$ cat src/rtl/sdm_regs.vh
// Register map, field positions, reset values and encodings of the dual-mode selector
// Functional notes
// - Codes 06, 07: pulse position with speed/torque
// - Codes 08, 09, 10: table/speed, table/torque, speed/torque
// - No zero-speed or zero-torque dual halves
// - Position source: table parameters or external pulses
// - Speed command: analog or three speed parameters
// - Speed half ON: speed selects, trigger ignored
// - Switch from speed to table position: hold stopped until trigger
// - Trigger edge selects table target, move now
// - Speed/position switch ON reverts to speed
// - Speed/torque ON: torque selects, speed ignored
// - Speed/torque OFF: speed mode, immediate return
// - Torque command: analog or three torque parameters
// - Torque/pulse position ON: count command pulses
// - Torque/position OFF: stop counting, follow torque
// - Torque/position ON reverts to position immediately
// - Torque dual position source: pulses or table
// - Torque selection applies only after servo on
// - Input OFF is open, ON is closed
// - Speed capped at maximum in all modes
// - Speed limit only in torque mode
// - Speed limit active only when enable is 1
// - Nonzero torque select uses internal parameter
`ifndef SDM_REGS_VH
`define SDM_REGS_VH
`define SDM_ADR_CTRL      8'h00
`define SDM_ADR_SPD1      8'h04
`define SDM_ADR_SPD2      8'h08
`define SDM_ADR_SPD3      8'h0C
`define SDM_ADR_TRQ1      8'h10
`define SDM_ADR_TRQ2      8'h14
`define SDM_ADR_TRQ3      8'h18
`define SDM_ADR_MAXSPD    8'h1C
`define SDM_ADR_STATUS    8'h20
`define SDM_ADR_PCOUNT    8'h24
`define SDM_ADR_POS_BASE  8'h40
`define SDM_CTRL_CODE_LSB 0
`define SDM_CTRL_CODE_MSB 3
`define SDM_CTRL_TANALOG  4
`define SDM_CTRL_LIMEN    5
`define SDM_CTRL_RST      32'h0000_0000
`define SDM_MAXSPD_RST    16'h7FFF
`define SDM_CODE_PT_S     4'h6
`define SDM_CODE_PT_T     4'h7
`define SDM_CODE_PR_S     4'h8
`define SDM_CODE_PR_T     4'h9
`define SDM_CODE_S_T      4'hA
`define SDM_MODE_IDLE     3'h0
`define SDM_MODE_PULSE    3'h1
`define SDM_MODE_TABLE    3'h2
`define SDM_MODE_SPEED    3'h3
`define SDM_MODE_TORQUE   3'h4
`endif

$ cat src/rtl/sdm_dual_mode_selector.v
// Dual control-mode selector with command multiplexing and speed capping
//
// Local design decisions: the Wishbone register port and the register offsets.
`timescale 1ns/1ps
`include "sdm_regs.vh"
module sdm_dual_mode_selector #(
   parameter CW = 16
) (
   input  wire          clk_i,
   input  wire          rst_i,
   input  wire          cyc_i,
   input  wire          stb_i,
   input  wire          we_i,
   input  wire [7:0]    adr_i,
   input  wire [3:0]    sel_i,
   input  wire [31:0]   dat_i,
   output reg  [31:0]   dat_o,
   output reg           ack_o,
   input  wire          mode_switch_i,
   input  wire [1:0]    speed_cmd_select_i,
   input  wire [1:0]    torque_cmd_select_i,
   input  wire [2:0]    position_cmd_select_i,
   input  wire          position_trigger_i,
   input  wire          servo_on_input_i,
   input  wire          pulse_i,
   input  wire          pulse_dir_i,
   input  wire [CW-1:0] analog_speed_i,
   input  wire [CW-1:0] analog_torque_i,
   output reg  [2:0]    active_mode_o,
   output reg  [CW-1:0] speed_cmd_o,
   output reg  [CW-1:0] torque_cmd_o,
   output reg  [CW-1:0] speed_limit_o,
   output reg           speed_limit_en_o,
   output reg  [31:0]   position_cmd_o,
   output reg           position_valid_o,
   output reg           motor_hold_o
);
   localparam NIN = 12;
   localparam [1:0] ST_SPEEDSIDE = 2'd0;
   localparam [1:0] ST_WAITTRIG  = 2'd1;
   localparam [1:0] ST_MOVING    = 2'd2;

   // Three-stage input synchroniser; a change counts when stages 2 and 3 agree
   reg  [NIN-1:0] s1_q;
   reg  [NIN-1:0] s2_q;
   reg  [NIN-1:0] s3_q;
   reg  [NIN-1:0] in_q;
   wire [NIN-1:0] raw_in;
   assign raw_in = {pulse_dir_i, pulse_i, servo_on_input_i, position_trigger_i,
                    position_cmd_select_i, torque_cmd_select_i, speed_cmd_select_i, mode_switch_i};

   // Accept a new level only once stages 2 and 3 agree
   wire [NIN-1:0] agree = ~(s2_q ^ s3_q);
   wire [NIN-1:0] in_d  = (agree & s3_q) | (~agree & in_q);
   always @(posedge clk_i) begin
      if (rst_i) begin
         s1_q <= {NIN{1'b0}};
         s2_q <= {NIN{1'b0}};
         s3_q <= {NIN{1'b0}};
         in_q <= {NIN{1'b0}};
      end else begin
         s1_q <= raw_in;
         s2_q <= s1_q;
         s3_q <= s2_q;
         in_q <= in_d;
      end
   end
   // Active high means the contact is closed (ON)
   wire       sw_on   = in_q[0];
   wire [1:0] spd_sel = in_q[2:1];
   wire [1:0] trq_sel = in_q[4:3];
   wire [2:0] pos_sel = in_q[7:5];
   wire       trig    = in_q[8];
   wire       servo_on_input     = in_q[9];
   wire       pulse   = in_q[10];
   wire       pdir    = in_q[11];
   reg        trig_prev_q;
   reg        pulse_prev_q;
   wire       trig_rise  = trig & ~trig_prev_q;
   wire       pulse_rise = pulse & ~pulse_prev_q;

   // Configuration and parameter store
   reg [31:0]   ctrl_q;
   reg [CW-1:0] spd_par_q [0:2];
   reg [CW-1:0] trq_par_q [0:2];
   reg [CW-1:0] maxspd_q;
   reg [31:0]   pos_tab_q [0:7];
   reg [31:0]   pcount_q;
   reg [1:0]    pst_q;
   reg [1:0]    trq_sel_q;

   function [31:0] merge;
      input [31:0] old;
      input [31:0] nw;
      input [3:0]  be;
      integer k;
      begin
         for (k = 0; k < 4; k = k + 1)
            merge[k*8 +: 8] = be[k] ? nw[k*8 +: 8] : old[k*8 +: 8];
      end
   endfunction

   // Shared command source selection: 0 picks analog or zero, else a parameter
   function [CW-1:0] pick;
      input [1:0]    s;
      input [CW-1:0] ext;
      input [CW-1:0] p1;
      input [CW-1:0] p2;
      input [CW-1:0] p3;
      begin
         case (s)
            2'd1:    pick = p1;
            2'd2:    pick = p2;
            2'd3:    pick = p3;
            default: pick = ext;
         endcase
      end
   endfunction

   function [CW-1:0] cap;
      input [CW-1:0] v;
      input [CW-1:0] lim;
      begin
         if ($signed(v) > $signed(lim))
            cap = lim;
         else if ($signed(v) < -$signed(lim))
            cap = -lim;
         else
            cap = v;
      end
   endfunction

   // Position-side modes: pulse train or table target
   function is_pos_mode;
      input [2:0] m;
      begin
         is_pos_mode = (m == `SDM_MODE_TABLE) || (m == `SDM_MODE_PULSE);
      end
   endfunction

   // Zero-extend a command word to the bus width
   function [31:0] widen;
      input [CW-1:0] v;
      begin
         widen = {{(32-CW){1'b0}}, v};
      end
   endfunction

   // Mode decode; only codes 06..10 enable dual switching, no zero variants
   wire [3:0] code = ctrl_q[`SDM_CTRL_CODE_MSB:`SDM_CTRL_CODE_LSB];
   reg  [2:0] mode_d;
   reg        pos_is_table;
   reg        spd_pos_dual;
   always @* begin
      mode_d       = `SDM_MODE_IDLE;
      pos_is_table = 1'b0;
      spd_pos_dual = 1'b0;
      case (code)
         `SDM_CODE_PT_S: begin
            spd_pos_dual = 1'b1;
            mode_d       = sw_on ? `SDM_MODE_SPEED : `SDM_MODE_PULSE;
         end
         `SDM_CODE_PT_T: begin
            mode_d = sw_on ? `SDM_MODE_PULSE : `SDM_MODE_TORQUE;
         end
         `SDM_CODE_PR_S: begin
            spd_pos_dual = 1'b1;
            pos_is_table = 1'b1;
            mode_d       = sw_on ? `SDM_MODE_SPEED : `SDM_MODE_TABLE;
         end
         `SDM_CODE_PR_T: begin
            pos_is_table = 1'b1;
            mode_d       = sw_on ? `SDM_MODE_TABLE : `SDM_MODE_TORQUE;
         end
         `SDM_CODE_S_T: begin
            mode_d = sw_on ? `SDM_MODE_TORQUE : `SDM_MODE_SPEED;
         end
         default: mode_d = `SDM_MODE_IDLE;
      endcase
   end

   // Wishbone classic slave, one wait state, drops ack after one cycle
   wire req  = cyc_i & stb_i & ~ack_o;
   wire wr   = req & we_i;
   wire ptab = (adr_i[7:5] == 3'b010);

   // Read data selection, registered when a request is taken
   reg [31:0] rd_d;
   always @* begin
      rd_d = 32'h0000_0000;
      case (adr_i)
         `SDM_ADR_CTRL:   rd_d = ctrl_q;
         `SDM_ADR_SPD1:   rd_d = widen(spd_par_q[0]);
         `SDM_ADR_SPD2:   rd_d = widen(spd_par_q[1]);
         `SDM_ADR_SPD3:   rd_d = widen(spd_par_q[2]);
         `SDM_ADR_TRQ1:   rd_d = widen(trq_par_q[0]);
         `SDM_ADR_TRQ2:   rd_d = widen(trq_par_q[1]);
         `SDM_ADR_TRQ3:   rd_d = widen(trq_par_q[2]);
         `SDM_ADR_MAXSPD: rd_d = widen(maxspd_q);
         `SDM_ADR_STATUS: rd_d = {24'h00_0000, motor_hold_o, position_valid_o, pst_q, 1'b0, active_mode_o};
         `SDM_ADR_PCOUNT: rd_d = pcount_q;
         default: begin
            if (ptab)
               rd_d = pos_tab_q[adr_i[4:2]];
         end
      endcase
   end

   integer i;
   always @(posedge clk_i) begin
      if (rst_i) begin
         ack_o    <= 1'b0;
         dat_o    <= 32'h0000_0000;
         ctrl_q   <= `SDM_CTRL_RST;
         maxspd_q <= `SDM_MAXSPD_RST;
         for (i = 0; i < 3; i = i + 1) begin
            spd_par_q[i] <= {CW{1'b0}};
            trq_par_q[i] <= {CW{1'b0}};
         end
         for (i = 0; i < 8; i = i + 1)
            pos_tab_q[i] <= 32'h0000_0000;
      end else begin
         ack_o <= req;
         if (wr) begin
            case (adr_i)
               `SDM_ADR_CTRL:   ctrl_q       <= merge(ctrl_q, dat_i, sel_i) & 32'h0000_003F;
               `SDM_ADR_SPD1:   spd_par_q[0] <= dat_i[CW-1:0];
               `SDM_ADR_SPD2:   spd_par_q[1] <= dat_i[CW-1:0];
               `SDM_ADR_SPD3:   spd_par_q[2] <= dat_i[CW-1:0];
               `SDM_ADR_TRQ1:   trq_par_q[0] <= dat_i[CW-1:0];
               `SDM_ADR_TRQ2:   trq_par_q[1] <= dat_i[CW-1:0];
               `SDM_ADR_TRQ3:   trq_par_q[2] <= dat_i[CW-1:0];
               `SDM_ADR_MAXSPD: maxspd_q     <= dat_i[CW-1:0];
               default: begin
                  if (ptab)
                     pos_tab_q[adr_i[4:2]] <= merge(pos_tab_q[adr_i[4:2]], dat_i, sel_i);
               end
            endcase
         end
         if (req)
            dat_o <= rd_d;
      end
   end

   // Position sequencing and pulse counting: next values
   reg [1:0]  pst_d;
   reg [31:0] pcount_d;
   reg [31:0] position_cmd_d;
   reg        position_valid_d;
   reg        motor_hold_d;
   reg [1:0]  trq_sel_d;

   always @* begin
      pst_d            = pst_q;
      pcount_d         = pcount_q;
      position_cmd_d   = position_cmd_o;
      position_valid_d = position_valid_o;
      motor_hold_d     = motor_hold_o;
      trq_sel_d        = trq_sel_q;
      if (servo_on_input)
         trq_sel_d = trq_sel;
      if (mode_d == `SDM_MODE_PULSE && pulse_rise) begin
         if (pdir)
            pcount_d = pcount_q - 32'h0000_0001;
         else
            pcount_d = pcount_q + 32'h0000_0001;
      end
      case (pst_q)
         ST_SPEEDSIDE: begin
            position_valid_d = 1'b0;
            motor_hold_d     = 1'b0;
            if (is_pos_mode(mode_d)) begin
               if (spd_pos_dual && pos_is_table) begin
                  pst_d        = ST_WAITTRIG;
                  motor_hold_d = 1'b1;
               end else begin
                  pst_d = ST_MOVING;
               end
            end
         end
         ST_WAITTRIG: begin
            // Target stays undetermined until a trigger edge
            if (mode_d != `SDM_MODE_TABLE) begin
               pst_d        = ST_SPEEDSIDE;
               motor_hold_d = 1'b0;
            end else if (trig_rise) begin
               position_cmd_d   = pos_tab_q[pos_sel];
               position_valid_d = 1'b1;
               motor_hold_d     = 1'b0;
               pst_d            = ST_MOVING;
            end
         end
         ST_MOVING: begin
            if (!is_pos_mode(mode_d)) begin
               pst_d            = ST_SPEEDSIDE;
               position_valid_d = 1'b0;
            end else begin
               position_valid_d = 1'b1;
               if (mode_d == `SDM_MODE_PULSE)
                  position_cmd_d = pcount_q;
               else if (!spd_pos_dual && trig_rise)
                  position_cmd_d = pos_tab_q[pos_sel];
            end
         end
         default: pst_d = ST_SPEEDSIDE;
      endcase
   end

   always @(posedge clk_i) begin
      if (rst_i) begin
         trig_prev_q      <= 1'b0;
         pulse_prev_q     <= 1'b0;
         pst_q            <= ST_SPEEDSIDE;
         pcount_q         <= 32'h0000_0000;
         position_cmd_o   <= 32'h0000_0000;
         position_valid_o <= 1'b0;
         motor_hold_o     <= 1'b0;
         active_mode_o    <= `SDM_MODE_IDLE;
         trq_sel_q        <= 2'b00;
      end else begin
         trig_prev_q      <= trig;
         pulse_prev_q     <= pulse;
         pst_q            <= pst_d;
         pcount_q         <= pcount_d;
         position_cmd_o   <= position_cmd_d;
         position_valid_o <= position_valid_d;
         motor_hold_o     <= motor_hold_d;
         active_mode_o    <= mode_d;
         trq_sel_q        <= trq_sel_d;
      end
   end

   // Command outputs
   wire [CW-1:0] t1    = ctrl_q[`SDM_CTRL_TANALOG] ? analog_torque_i : {CW{1'b0}};
   wire [CW-1:0] spd_c = pick(spd_sel, analog_speed_i, spd_par_q[0], spd_par_q[1], spd_par_q[2]);
   wire [CW-1:0] trq_c = pick(trq_sel_q, t1, trq_par_q[0], trq_par_q[1], trq_par_q[2]);
   wire          lim_on = ctrl_q[`SDM_CTRL_LIMEN] & (mode_d == `SDM_MODE_TORQUE);

   reg  [CW-1:0] speed_cmd_d;
   reg  [CW-1:0] torque_cmd_d;
   reg  [CW-1:0] speed_limit_d;
   reg           speed_limit_en_d;

   always @* begin
      speed_cmd_d      = {CW{1'b0}};
      torque_cmd_d     = {CW{1'b0}};
      speed_limit_d    = maxspd_q;
      speed_limit_en_d = 1'b0;
      if (mode_d == `SDM_MODE_SPEED) begin
         speed_cmd_d = cap(spd_c, maxspd_q);
      end
      if (mode_d == `SDM_MODE_TORQUE && servo_on_input) begin
         torque_cmd_d = trq_c;
      end
      if (lim_on) begin
         speed_limit_d    = cap(spd_c, maxspd_q);
         speed_limit_en_d = 1'b1;
      end
   end

   always @(posedge clk_i) begin
      if (rst_i) begin
         speed_cmd_o      <= {CW{1'b0}};
         torque_cmd_o     <= {CW{1'b0}};
         speed_limit_o    <= {CW{1'b0}};
         speed_limit_en_o <= 1'b0;
      end else begin
         speed_cmd_o      <= speed_cmd_d;
         torque_cmd_o     <= torque_cmd_d;
         speed_limit_o    <= speed_limit_d;
         speed_limit_en_o <= speed_limit_en_d;
      end
   end
endmodule

$ cat config.mk
export PLATFORM = sky130hd
export DESIGN_NAME = sdm_dual_mode_selector
export DESIGN_NICKNAME = d
export VERILOG_FILES = /design/src/rtl/sdm_dual_mode_selector.v
export VERILOG_INCLUDE_DIRS = /design/src /design/src/rtl
export SDC_FILE = /design/constraint.sdc
export NUM_CORES = 1
export LEC_CHECK = 0
export BUFFER_PORTS_ARGS = -buffer_cell sky130_fd_sc_hd__buf_2
export CAP_MARGIN = 20
export CORE_UTILIZATION = 55
export CTS_CLUSTER_DIAMETER = 150
export DETAILED_ROUTE_END_ITERATION = 7
export MAX_ROUTING_LAYER = met4
export PLACE_DENSITY = 0.74
export SYNTH_ARGS = -nofsm -noshare
export SYNTH_HDL_FRONTEND = slang
export SYNTH_SLANG_ARGS = --single-unit
$ cat constraint.sdc
create_clock -name clk_i -period 4.9 [get_ports clk_i]
set_input_delay 1.47 -clock clk_i [delete_from_list [all_inputs] [get_ports clk_i]]
set_output_delay 1.47 -clock clk_i [all_outputs]
set_load 0.02 [all_outputs]
Yosys cells after proc, flatten, opt, wreduce, memory -nomap -nowiden --
Memories as Yosys holds them, arrays and structs flattened. A register that Yosys moved wholly into a read port is not among the register bits. Index checks and enable logic that the tools add are counted.
Word-level totals: memories kept 3, flip-flop bits (word level) 227, RAM bits 352, logic and storage cells 195, memory bits (read-only) 0, bits of input ports 93, latch bits 0
Memories:
- pos_tab_q | words 8, bits a word 32, read ports 2, clocked after Yosys merged registers in 1, wr ports 8, RTL line sdm_dual_mode_selector.v:87 | reg [31:0] pos_tab_q [0:7];
- spd_par_q | words 3, bits a word 16, read ports 3, clocked after Yosys merged registers in 0, wr ports 3, RTL line sdm_dual_mode_selector.v:84 | reg [CW-1:0] spd_par_q [0:2];
- trq_par_q | words 3, bits a word 16, read ports 3, clocked after Yosys merged registers in 0, wr ports 3, RTL line sdm_dual_mode_selector.v:85 | reg [CW-1:0] trq_par_q [0:2];
Cells by class: mux-type cells 84, order comparisons 2, reduce and logical (&&, ||, !) cells 23, bitwise logic cells 23, div/mod/pow operators 0, $add $sub $neg 4, multipliers 0, equal/unequal tests 35, shift-type cells 0
Operators by type and width (count):
- $pmux 32 s10 | 1
- $mux 32 | 8
- $mux 16 | 10
- $pmux 16 s3 | 2
- $pmux 32 s2 | 1
- $mux 1 | 43
- $add 32x1->32 const B | 1
- $eq 8x5->1 const B | 4
- $mux 8 | 4
- $neg 16->16 | 2
- $reduce_or 32->1 | 1
- $sub 32x1->32 const B | 1
- $and 12x12->12 | 2
- $not 12->12 | 2
- $eq 8x4->1 const B | 2
- $eq 8x6->1 const B | 2
- $gt 16x16->1 | 1
- $lt 16x16->1 | 1
- $mux 3 | 5
- $pmux 3 s5 | 1
- $eq 4x4->1 const B | 3
- $mux 2 | 6
- $or 12x12->12 | 1
- $xor 12x12->12 | 1
- 28 further kinds | 66

Longest topological paths before layout --
word-level depth 9, depth in mapped cells 18

Worst setup path before layout --
No wires, ideal clock.
path kind input to register, start in analog_speed_i[9], end reg speed_limit_o[12], stages 11, buffers on the path 2, arrival 3.995 ns, data required time 4.772 ns, path slack 0.777 ns, cell sequence mux4_2 > ha_1 > a21o_1 > a211oi_1 > o21ai_0 > a2111oi_0 > o211ai_1 > a21boi_0 > buf_2 > buf_2 > o211ai_1
Between the ends: longest elaborated chain between the ends 5, elaborated cells between the ends (all ways) 6, classes of those cells 2 x order compare; 4 x mux
Ends and longest elaborated chain:
- start, declared | RTL line sdm_dual_mode_selector.v:27 | input wire [CW-1:0] analog_speed_i,
- $pmux 16 s3 * | RTL line sdm_dual_mode_selector.v:111 | case (s)
- $lt 16x16->1 | RTL line sdm_dual_mode_selector.v:126 | else if ($signed(v) < -$signed(lim))
- $mux 16 | RTL line sdm_dual_mode_selector.v:126
- $mux 16 * | RTL line sdm_dual_mode_selector.v:124 | if ($signed(v) > $signed(lim))
- $mux 16 * | RTL line sdm_dual_mode_selector.v:355 | if (lim_on) begin
- end signal, assigned | RTL line sdm_dual_mode_selector.v:365 | speed_limit_o <= {CW{1'b0}};
- end signal, assigned | RTL line sdm_dual_mode_selector.v:370 | speed_limit_o <= speed_limit_d;
- end, declared | RTL line sdm_dual_mode_selector.v:32 | output reg [CW-1:0] speed_limit_o,
Mark *: on every way between the ends. The rest lies on a longest branch, timed or not. A chain may end at the register's enable or synchronous reset.

Final worst setup path --
start reg maxspd_q[3], end reg speed_limit_o[0]
Between the ends: longest elaborated chain between the ends 5, elaborated cells between the ends (all ways) 6, classes of those cells 1 x add/sub; 2 x order compare; 3 x mux
Ends and longest elaborated chain:
- start, declared | RTL line sdm_dual_mode_selector.v:86 | reg [CW-1:0] maxspd_q;
- start signal, assigned | RTL line sdm_dual_mode_selector.v:215 | maxspd_q <= `SDM_MAXSPD_RST;
- start signal, assigned | RTL line sdm_dual_mode_selector.v:233 | `SDM_ADR_MAXSPD: maxspd_q <= dat_i[CW-1:0];
- $neg 16->16 | RTL line sdm_dual_mode_selector.v:126
- $lt 16x16->1 | RTL line sdm_dual_mode_selector.v:126
- $mux 16 | RTL line sdm_dual_mode_selector.v:126
- $mux 16 * | RTL line sdm_dual_mode_selector.v:124
- $mux 16 * | RTL line sdm_dual_mode_selector.v:355
Marked as above.

==> results.toml <==
[yosys]
netlist-cell-type-count = 76
synth.yosys.seq_area_share_pct = 52.6
synth-edff-count = 352
synth_seq_cells = 579
netlist_instances = 2486
synthArstFlopShare_pct = 0
ys.warnings.count = 0
netlist_area_sq_mm = 0.0288
synth_top_cell_by_area = "sky130_fd_sc_hd__edfxtp_1"
netlist_top_cells_count = "440 x sky130_fd_sc_hd__nor2_1, 352 x sky130_fd_sc_hd__edfxtp_1, 227 x sky130_fd_sc_hd__dfxtp_1"
synth.net_count = 2644
synth.most_common_cell = "sky130_fd_sc_hd__nor2_1"
netlist_top_cells_area = "sky130_fd_sc_hd__edfxtp_1 37%, sky130_fd_sc_hd__dfxtp_1 16%, sky130_fd_sc_hd__mux4_2 11%"
area_share_of_the_largest_cell_type_after_synthesis_pct = 36.8
yosys_most_used_dff = "sky130_fd_sc_hd__edfxtp_1"
avgSynthCellArea_sq_um = 11.6

[routing]
drtAntennaViolNets = 0
vias = 22478
post_drt_via_cell_ratio = 6.63
drt_iter0_drc = 2894
wl_per_cell_microns = 26.5
drt_drc_violations_left = 0
dr.pass1.iters = 7
drt_wl_total_mm = 89.9

[setup_path]
worst_case_reg_to_reg_path_depth = 13
worstSetupPathType = "reg -> reg"
critical_path.startpoint = "maxspd_q[3]"
crit_arrival_ps = 5030
startpoint_type = "register"
cp-end-kind = "register"
crit_required_ps = 5410
worst-path-max-fanout = 17
critical_path.reg2reg.startpoint = "maxspd_q[3]"

[hold_path]
hold_start = "s1_q[2]"
timing.hold.worst.class = "reg -> reg"
holdPathStages = 1

[floorplan]
initial_cell_density_of_the_core_pct = 55.8
design.die.area_sq_mm = 0.0532
std_cell_rows = 83
ios = 212
die_h_microns = 231
core_area_sq_mm = 0.0515
die_x_microns = 231

[timing]
final.setup_skew_ps = 32.8
setup_viol = 0
grt_setup_unrepaired = "no"
report.final.hold_viol_count = 0
finalWorstPathRequiredPeriod_ps = 4530
worstMarginPinSlew_ps = 970
finalCritPeriodShare_pct = 92.4
timing_max_transition_violations_final = 0
final.setup.tns_ps = 0
achievable-frequency_mhz = 221
slew_headroom_pct = 35.3

[final_layout]
post_layout_nonfiller_instances = 3391
nets = 2815
syn2layout_area_growth_pct = 13.4
layout.cell_area.non_filler_sq_mm = 0.0326
final_core_util_pct = 63.3
layout-drive-gt1-share_pct = 21.8
ff_latch_area_sq_mm = 0.0151
multi_input_comb_area_sq_mm = 0.0128
filler_cell_count = 3939

[power]
max-vdd-ir-drop_mv = 0.298
cellLeakagePower_nw = 12.3
power.share.clock_pct = 42.3
share_seq_of_total_power_pct = 50.4
p_total_mw = 10.7
p_int_mw = 8.15
p_sw_mw = 2.55
switching_share_pct = 23.8
share_comb_of_total_power_pct = 7.4
power-per-cell-area_mw_per_mm2 = 328

[clock_network]
clkSinkCount = 579
clock_insertion_delay_worst_skew_ps = 650
cts_buffer_depth = 3
tritoncts = "done"
ctsHtreeMaxLevel = 2
cts.hold.buffers_added = 0
clk_pin_slew_ps = 60
cts-buffers-inserted = 59
postCtsSetupRepairBufs = 0
cts_resized = 0
ctsRootBufferMaster = "sky130_fd_sc_hd__clkbuf_16"

[global_routing]
gr-usage-all-layers_pct = 34.7
grt_pass1_vias = 21808
antenna_found_initial = 5
gr-total-overflow = 0
maximum_number_of_pins_on_one_net_before_global_route_repair = 97
wire_length_of_the_first_global_routing_pass_mm = 134

[run]
maxCapViolations = 0

[placed_design]
post-place-cells = 3275
io_buffer_count = 211
dpl-instance-area_sq_mm = 0.0306
place_congestion = 1.04
hpwl_mm = 61.9

[outcome]
outcome = "complete, no violations"
layout by cell type, fill, tap and decap left out, types with 29 or more instances in the layout:
master and instances:
sky130_fd_sc_hd__inv_1 32, sky130_fd_sc_hd__a211oi_1 70, sky130_fd_sc_hd__dfxtp_1 224, sky130_fd_sc_hd__xnor2_1 29, sky130_fd_sc_hd__ha_1 64, sky130_fd_sc_hd__mux2_2 32, sky130_fd_sc_hd__buf_2 210, sky130_fd_sc_hd__clkbuf_16 61
sky130_fd_sc_hd__nor2b_1 50, sky130_fd_sc_hd__nor3_1 45, sky130_fd_sc_hd__o21ai_0 40, sky130_fd_sc_hd__a21oi_1 126, sky130_fd_sc_hd__nor2_1 435, sky130_fd_sc_hd__and2_1 38, sky130_fd_sc_hd__mux2i_1 92, sky130_fd_sc_hd__edfxtp_1 352
sky130_fd_sc_hd__a221oi_1 34, sky130_fd_sc_hd__mux4_2 143, sky130_fd_sc_hd__a22oi_1 45, sky130_fd_sc_hd__buf_4 75, sky130_fd_sc_hd__nand2_1 157
cell type report:
cell class                      count  share of cell area, %
Multi-Input combinational cell   1694                   39.4
Clock buffer                       77                   5.00
Clock inverter                     32                  0.925
Sequential cell                   579                   46.4
Antenna cell                        6                 0.0461
Timing Repair Buffer              291                   5.29
Tap cell                          680                   2.61
Inverter                           32                  0.368
sequential cells by signal, indices dropped and copies added (netlist names), 3 cells and up, named ones only:
signal	flops
pcount_q	32
trq_par_q	48
ctrl_q	6
s3_q	12
position_cmd_o	32
speed_cmd_o	16
dat_o	32
s2_q	12
spd_par_q	48
maxspd_q	16
s1_q	12
active_mode_o	3
pos_tab_q	256
torque_cmd_o	16
speed_limit_o	16
worst max-delay path, cell delays in order (launching register included):
cell and delay [ps]:
sky130_fd_sc_hd__dfxtp_1 370, sky130_fd_sc_hd__nor3_1 310, sky130_fd_sc_hd__nand4_1 320, sky130_fd_sc_hd__nor2_1 230, sky130_fd_sc_hd__nand2_1 100, sky130_fd_sc_hd__or4_1 450, sky130_fd_sc_hd__xnor2_1 160, sky130_fd_sc_hd__ha_1 420
sky130_fd_sc_hd__nand4_1 130, sky130_fd_sc_hd__nor3_1 100, sky130_fd_sc_hd__a2111oi_2 550, sky130_fd_sc_hd__a21o_1 370, sky130_fd_sc_hd__nand2_1 430, sky130_fd_sc_hd__o41ai_1 450
cells by family after synthesis:
kind of cell	Yosys count	share of synthesized area (%)
flip-flops	579	52.6
multiplexers	268	15.7
adder cells (fa/ha/maj)	65	2.85
AO/OA/AOI/OAI	440	10.6
AND/OR/NAND/NOR	881	14.1
buffers and inverters	213	2.95
XOR/XNOR	40	1.22
stage by stage:
step	worst slack (ps)	hold WS (ps)
floorplan	777	414
CTS	427	436
global placement	271	420
global route	38.7	447
finish	373	429
detailed placement	222	422
power groups by stage:
stage / clock (mW) / combinational, mW / sequential, mW
after floorplan: 0 / 0.460 / 5.47
after global placement: 0 / 0.757 / 5.47
after detailed placement: 0 / 0.768 / 5.48
after CTS: 4.54 / 0.775 / 5.38
after global routing: 4.72 / 0.830 / 5.39
final: 4.52 / 0.789 / 5.38
per-layer routing:
metal | up-vias | global-route usage (%) | wire length (microns)
li1 | 9713 | - | -
met4 | 0 | 15.6 | 3990
met3 | 254 | 7.03 | 10200
met1 | 11042 | 44.1 | 33500
met5 | - | - | 0
met2 | 1469 | 54.0 | 42300
worst paths after layout:
check                                        end  slack (ps)
worst max-delay path            speed_limit_o[0]         370
worst min-delay path                     s2_q[2]         430
worst max register to register  speed_limit_o[0]         370
worst min register to register           s2_q[2]         430
No activity file was read; power rests on OpenSTA's default activity.
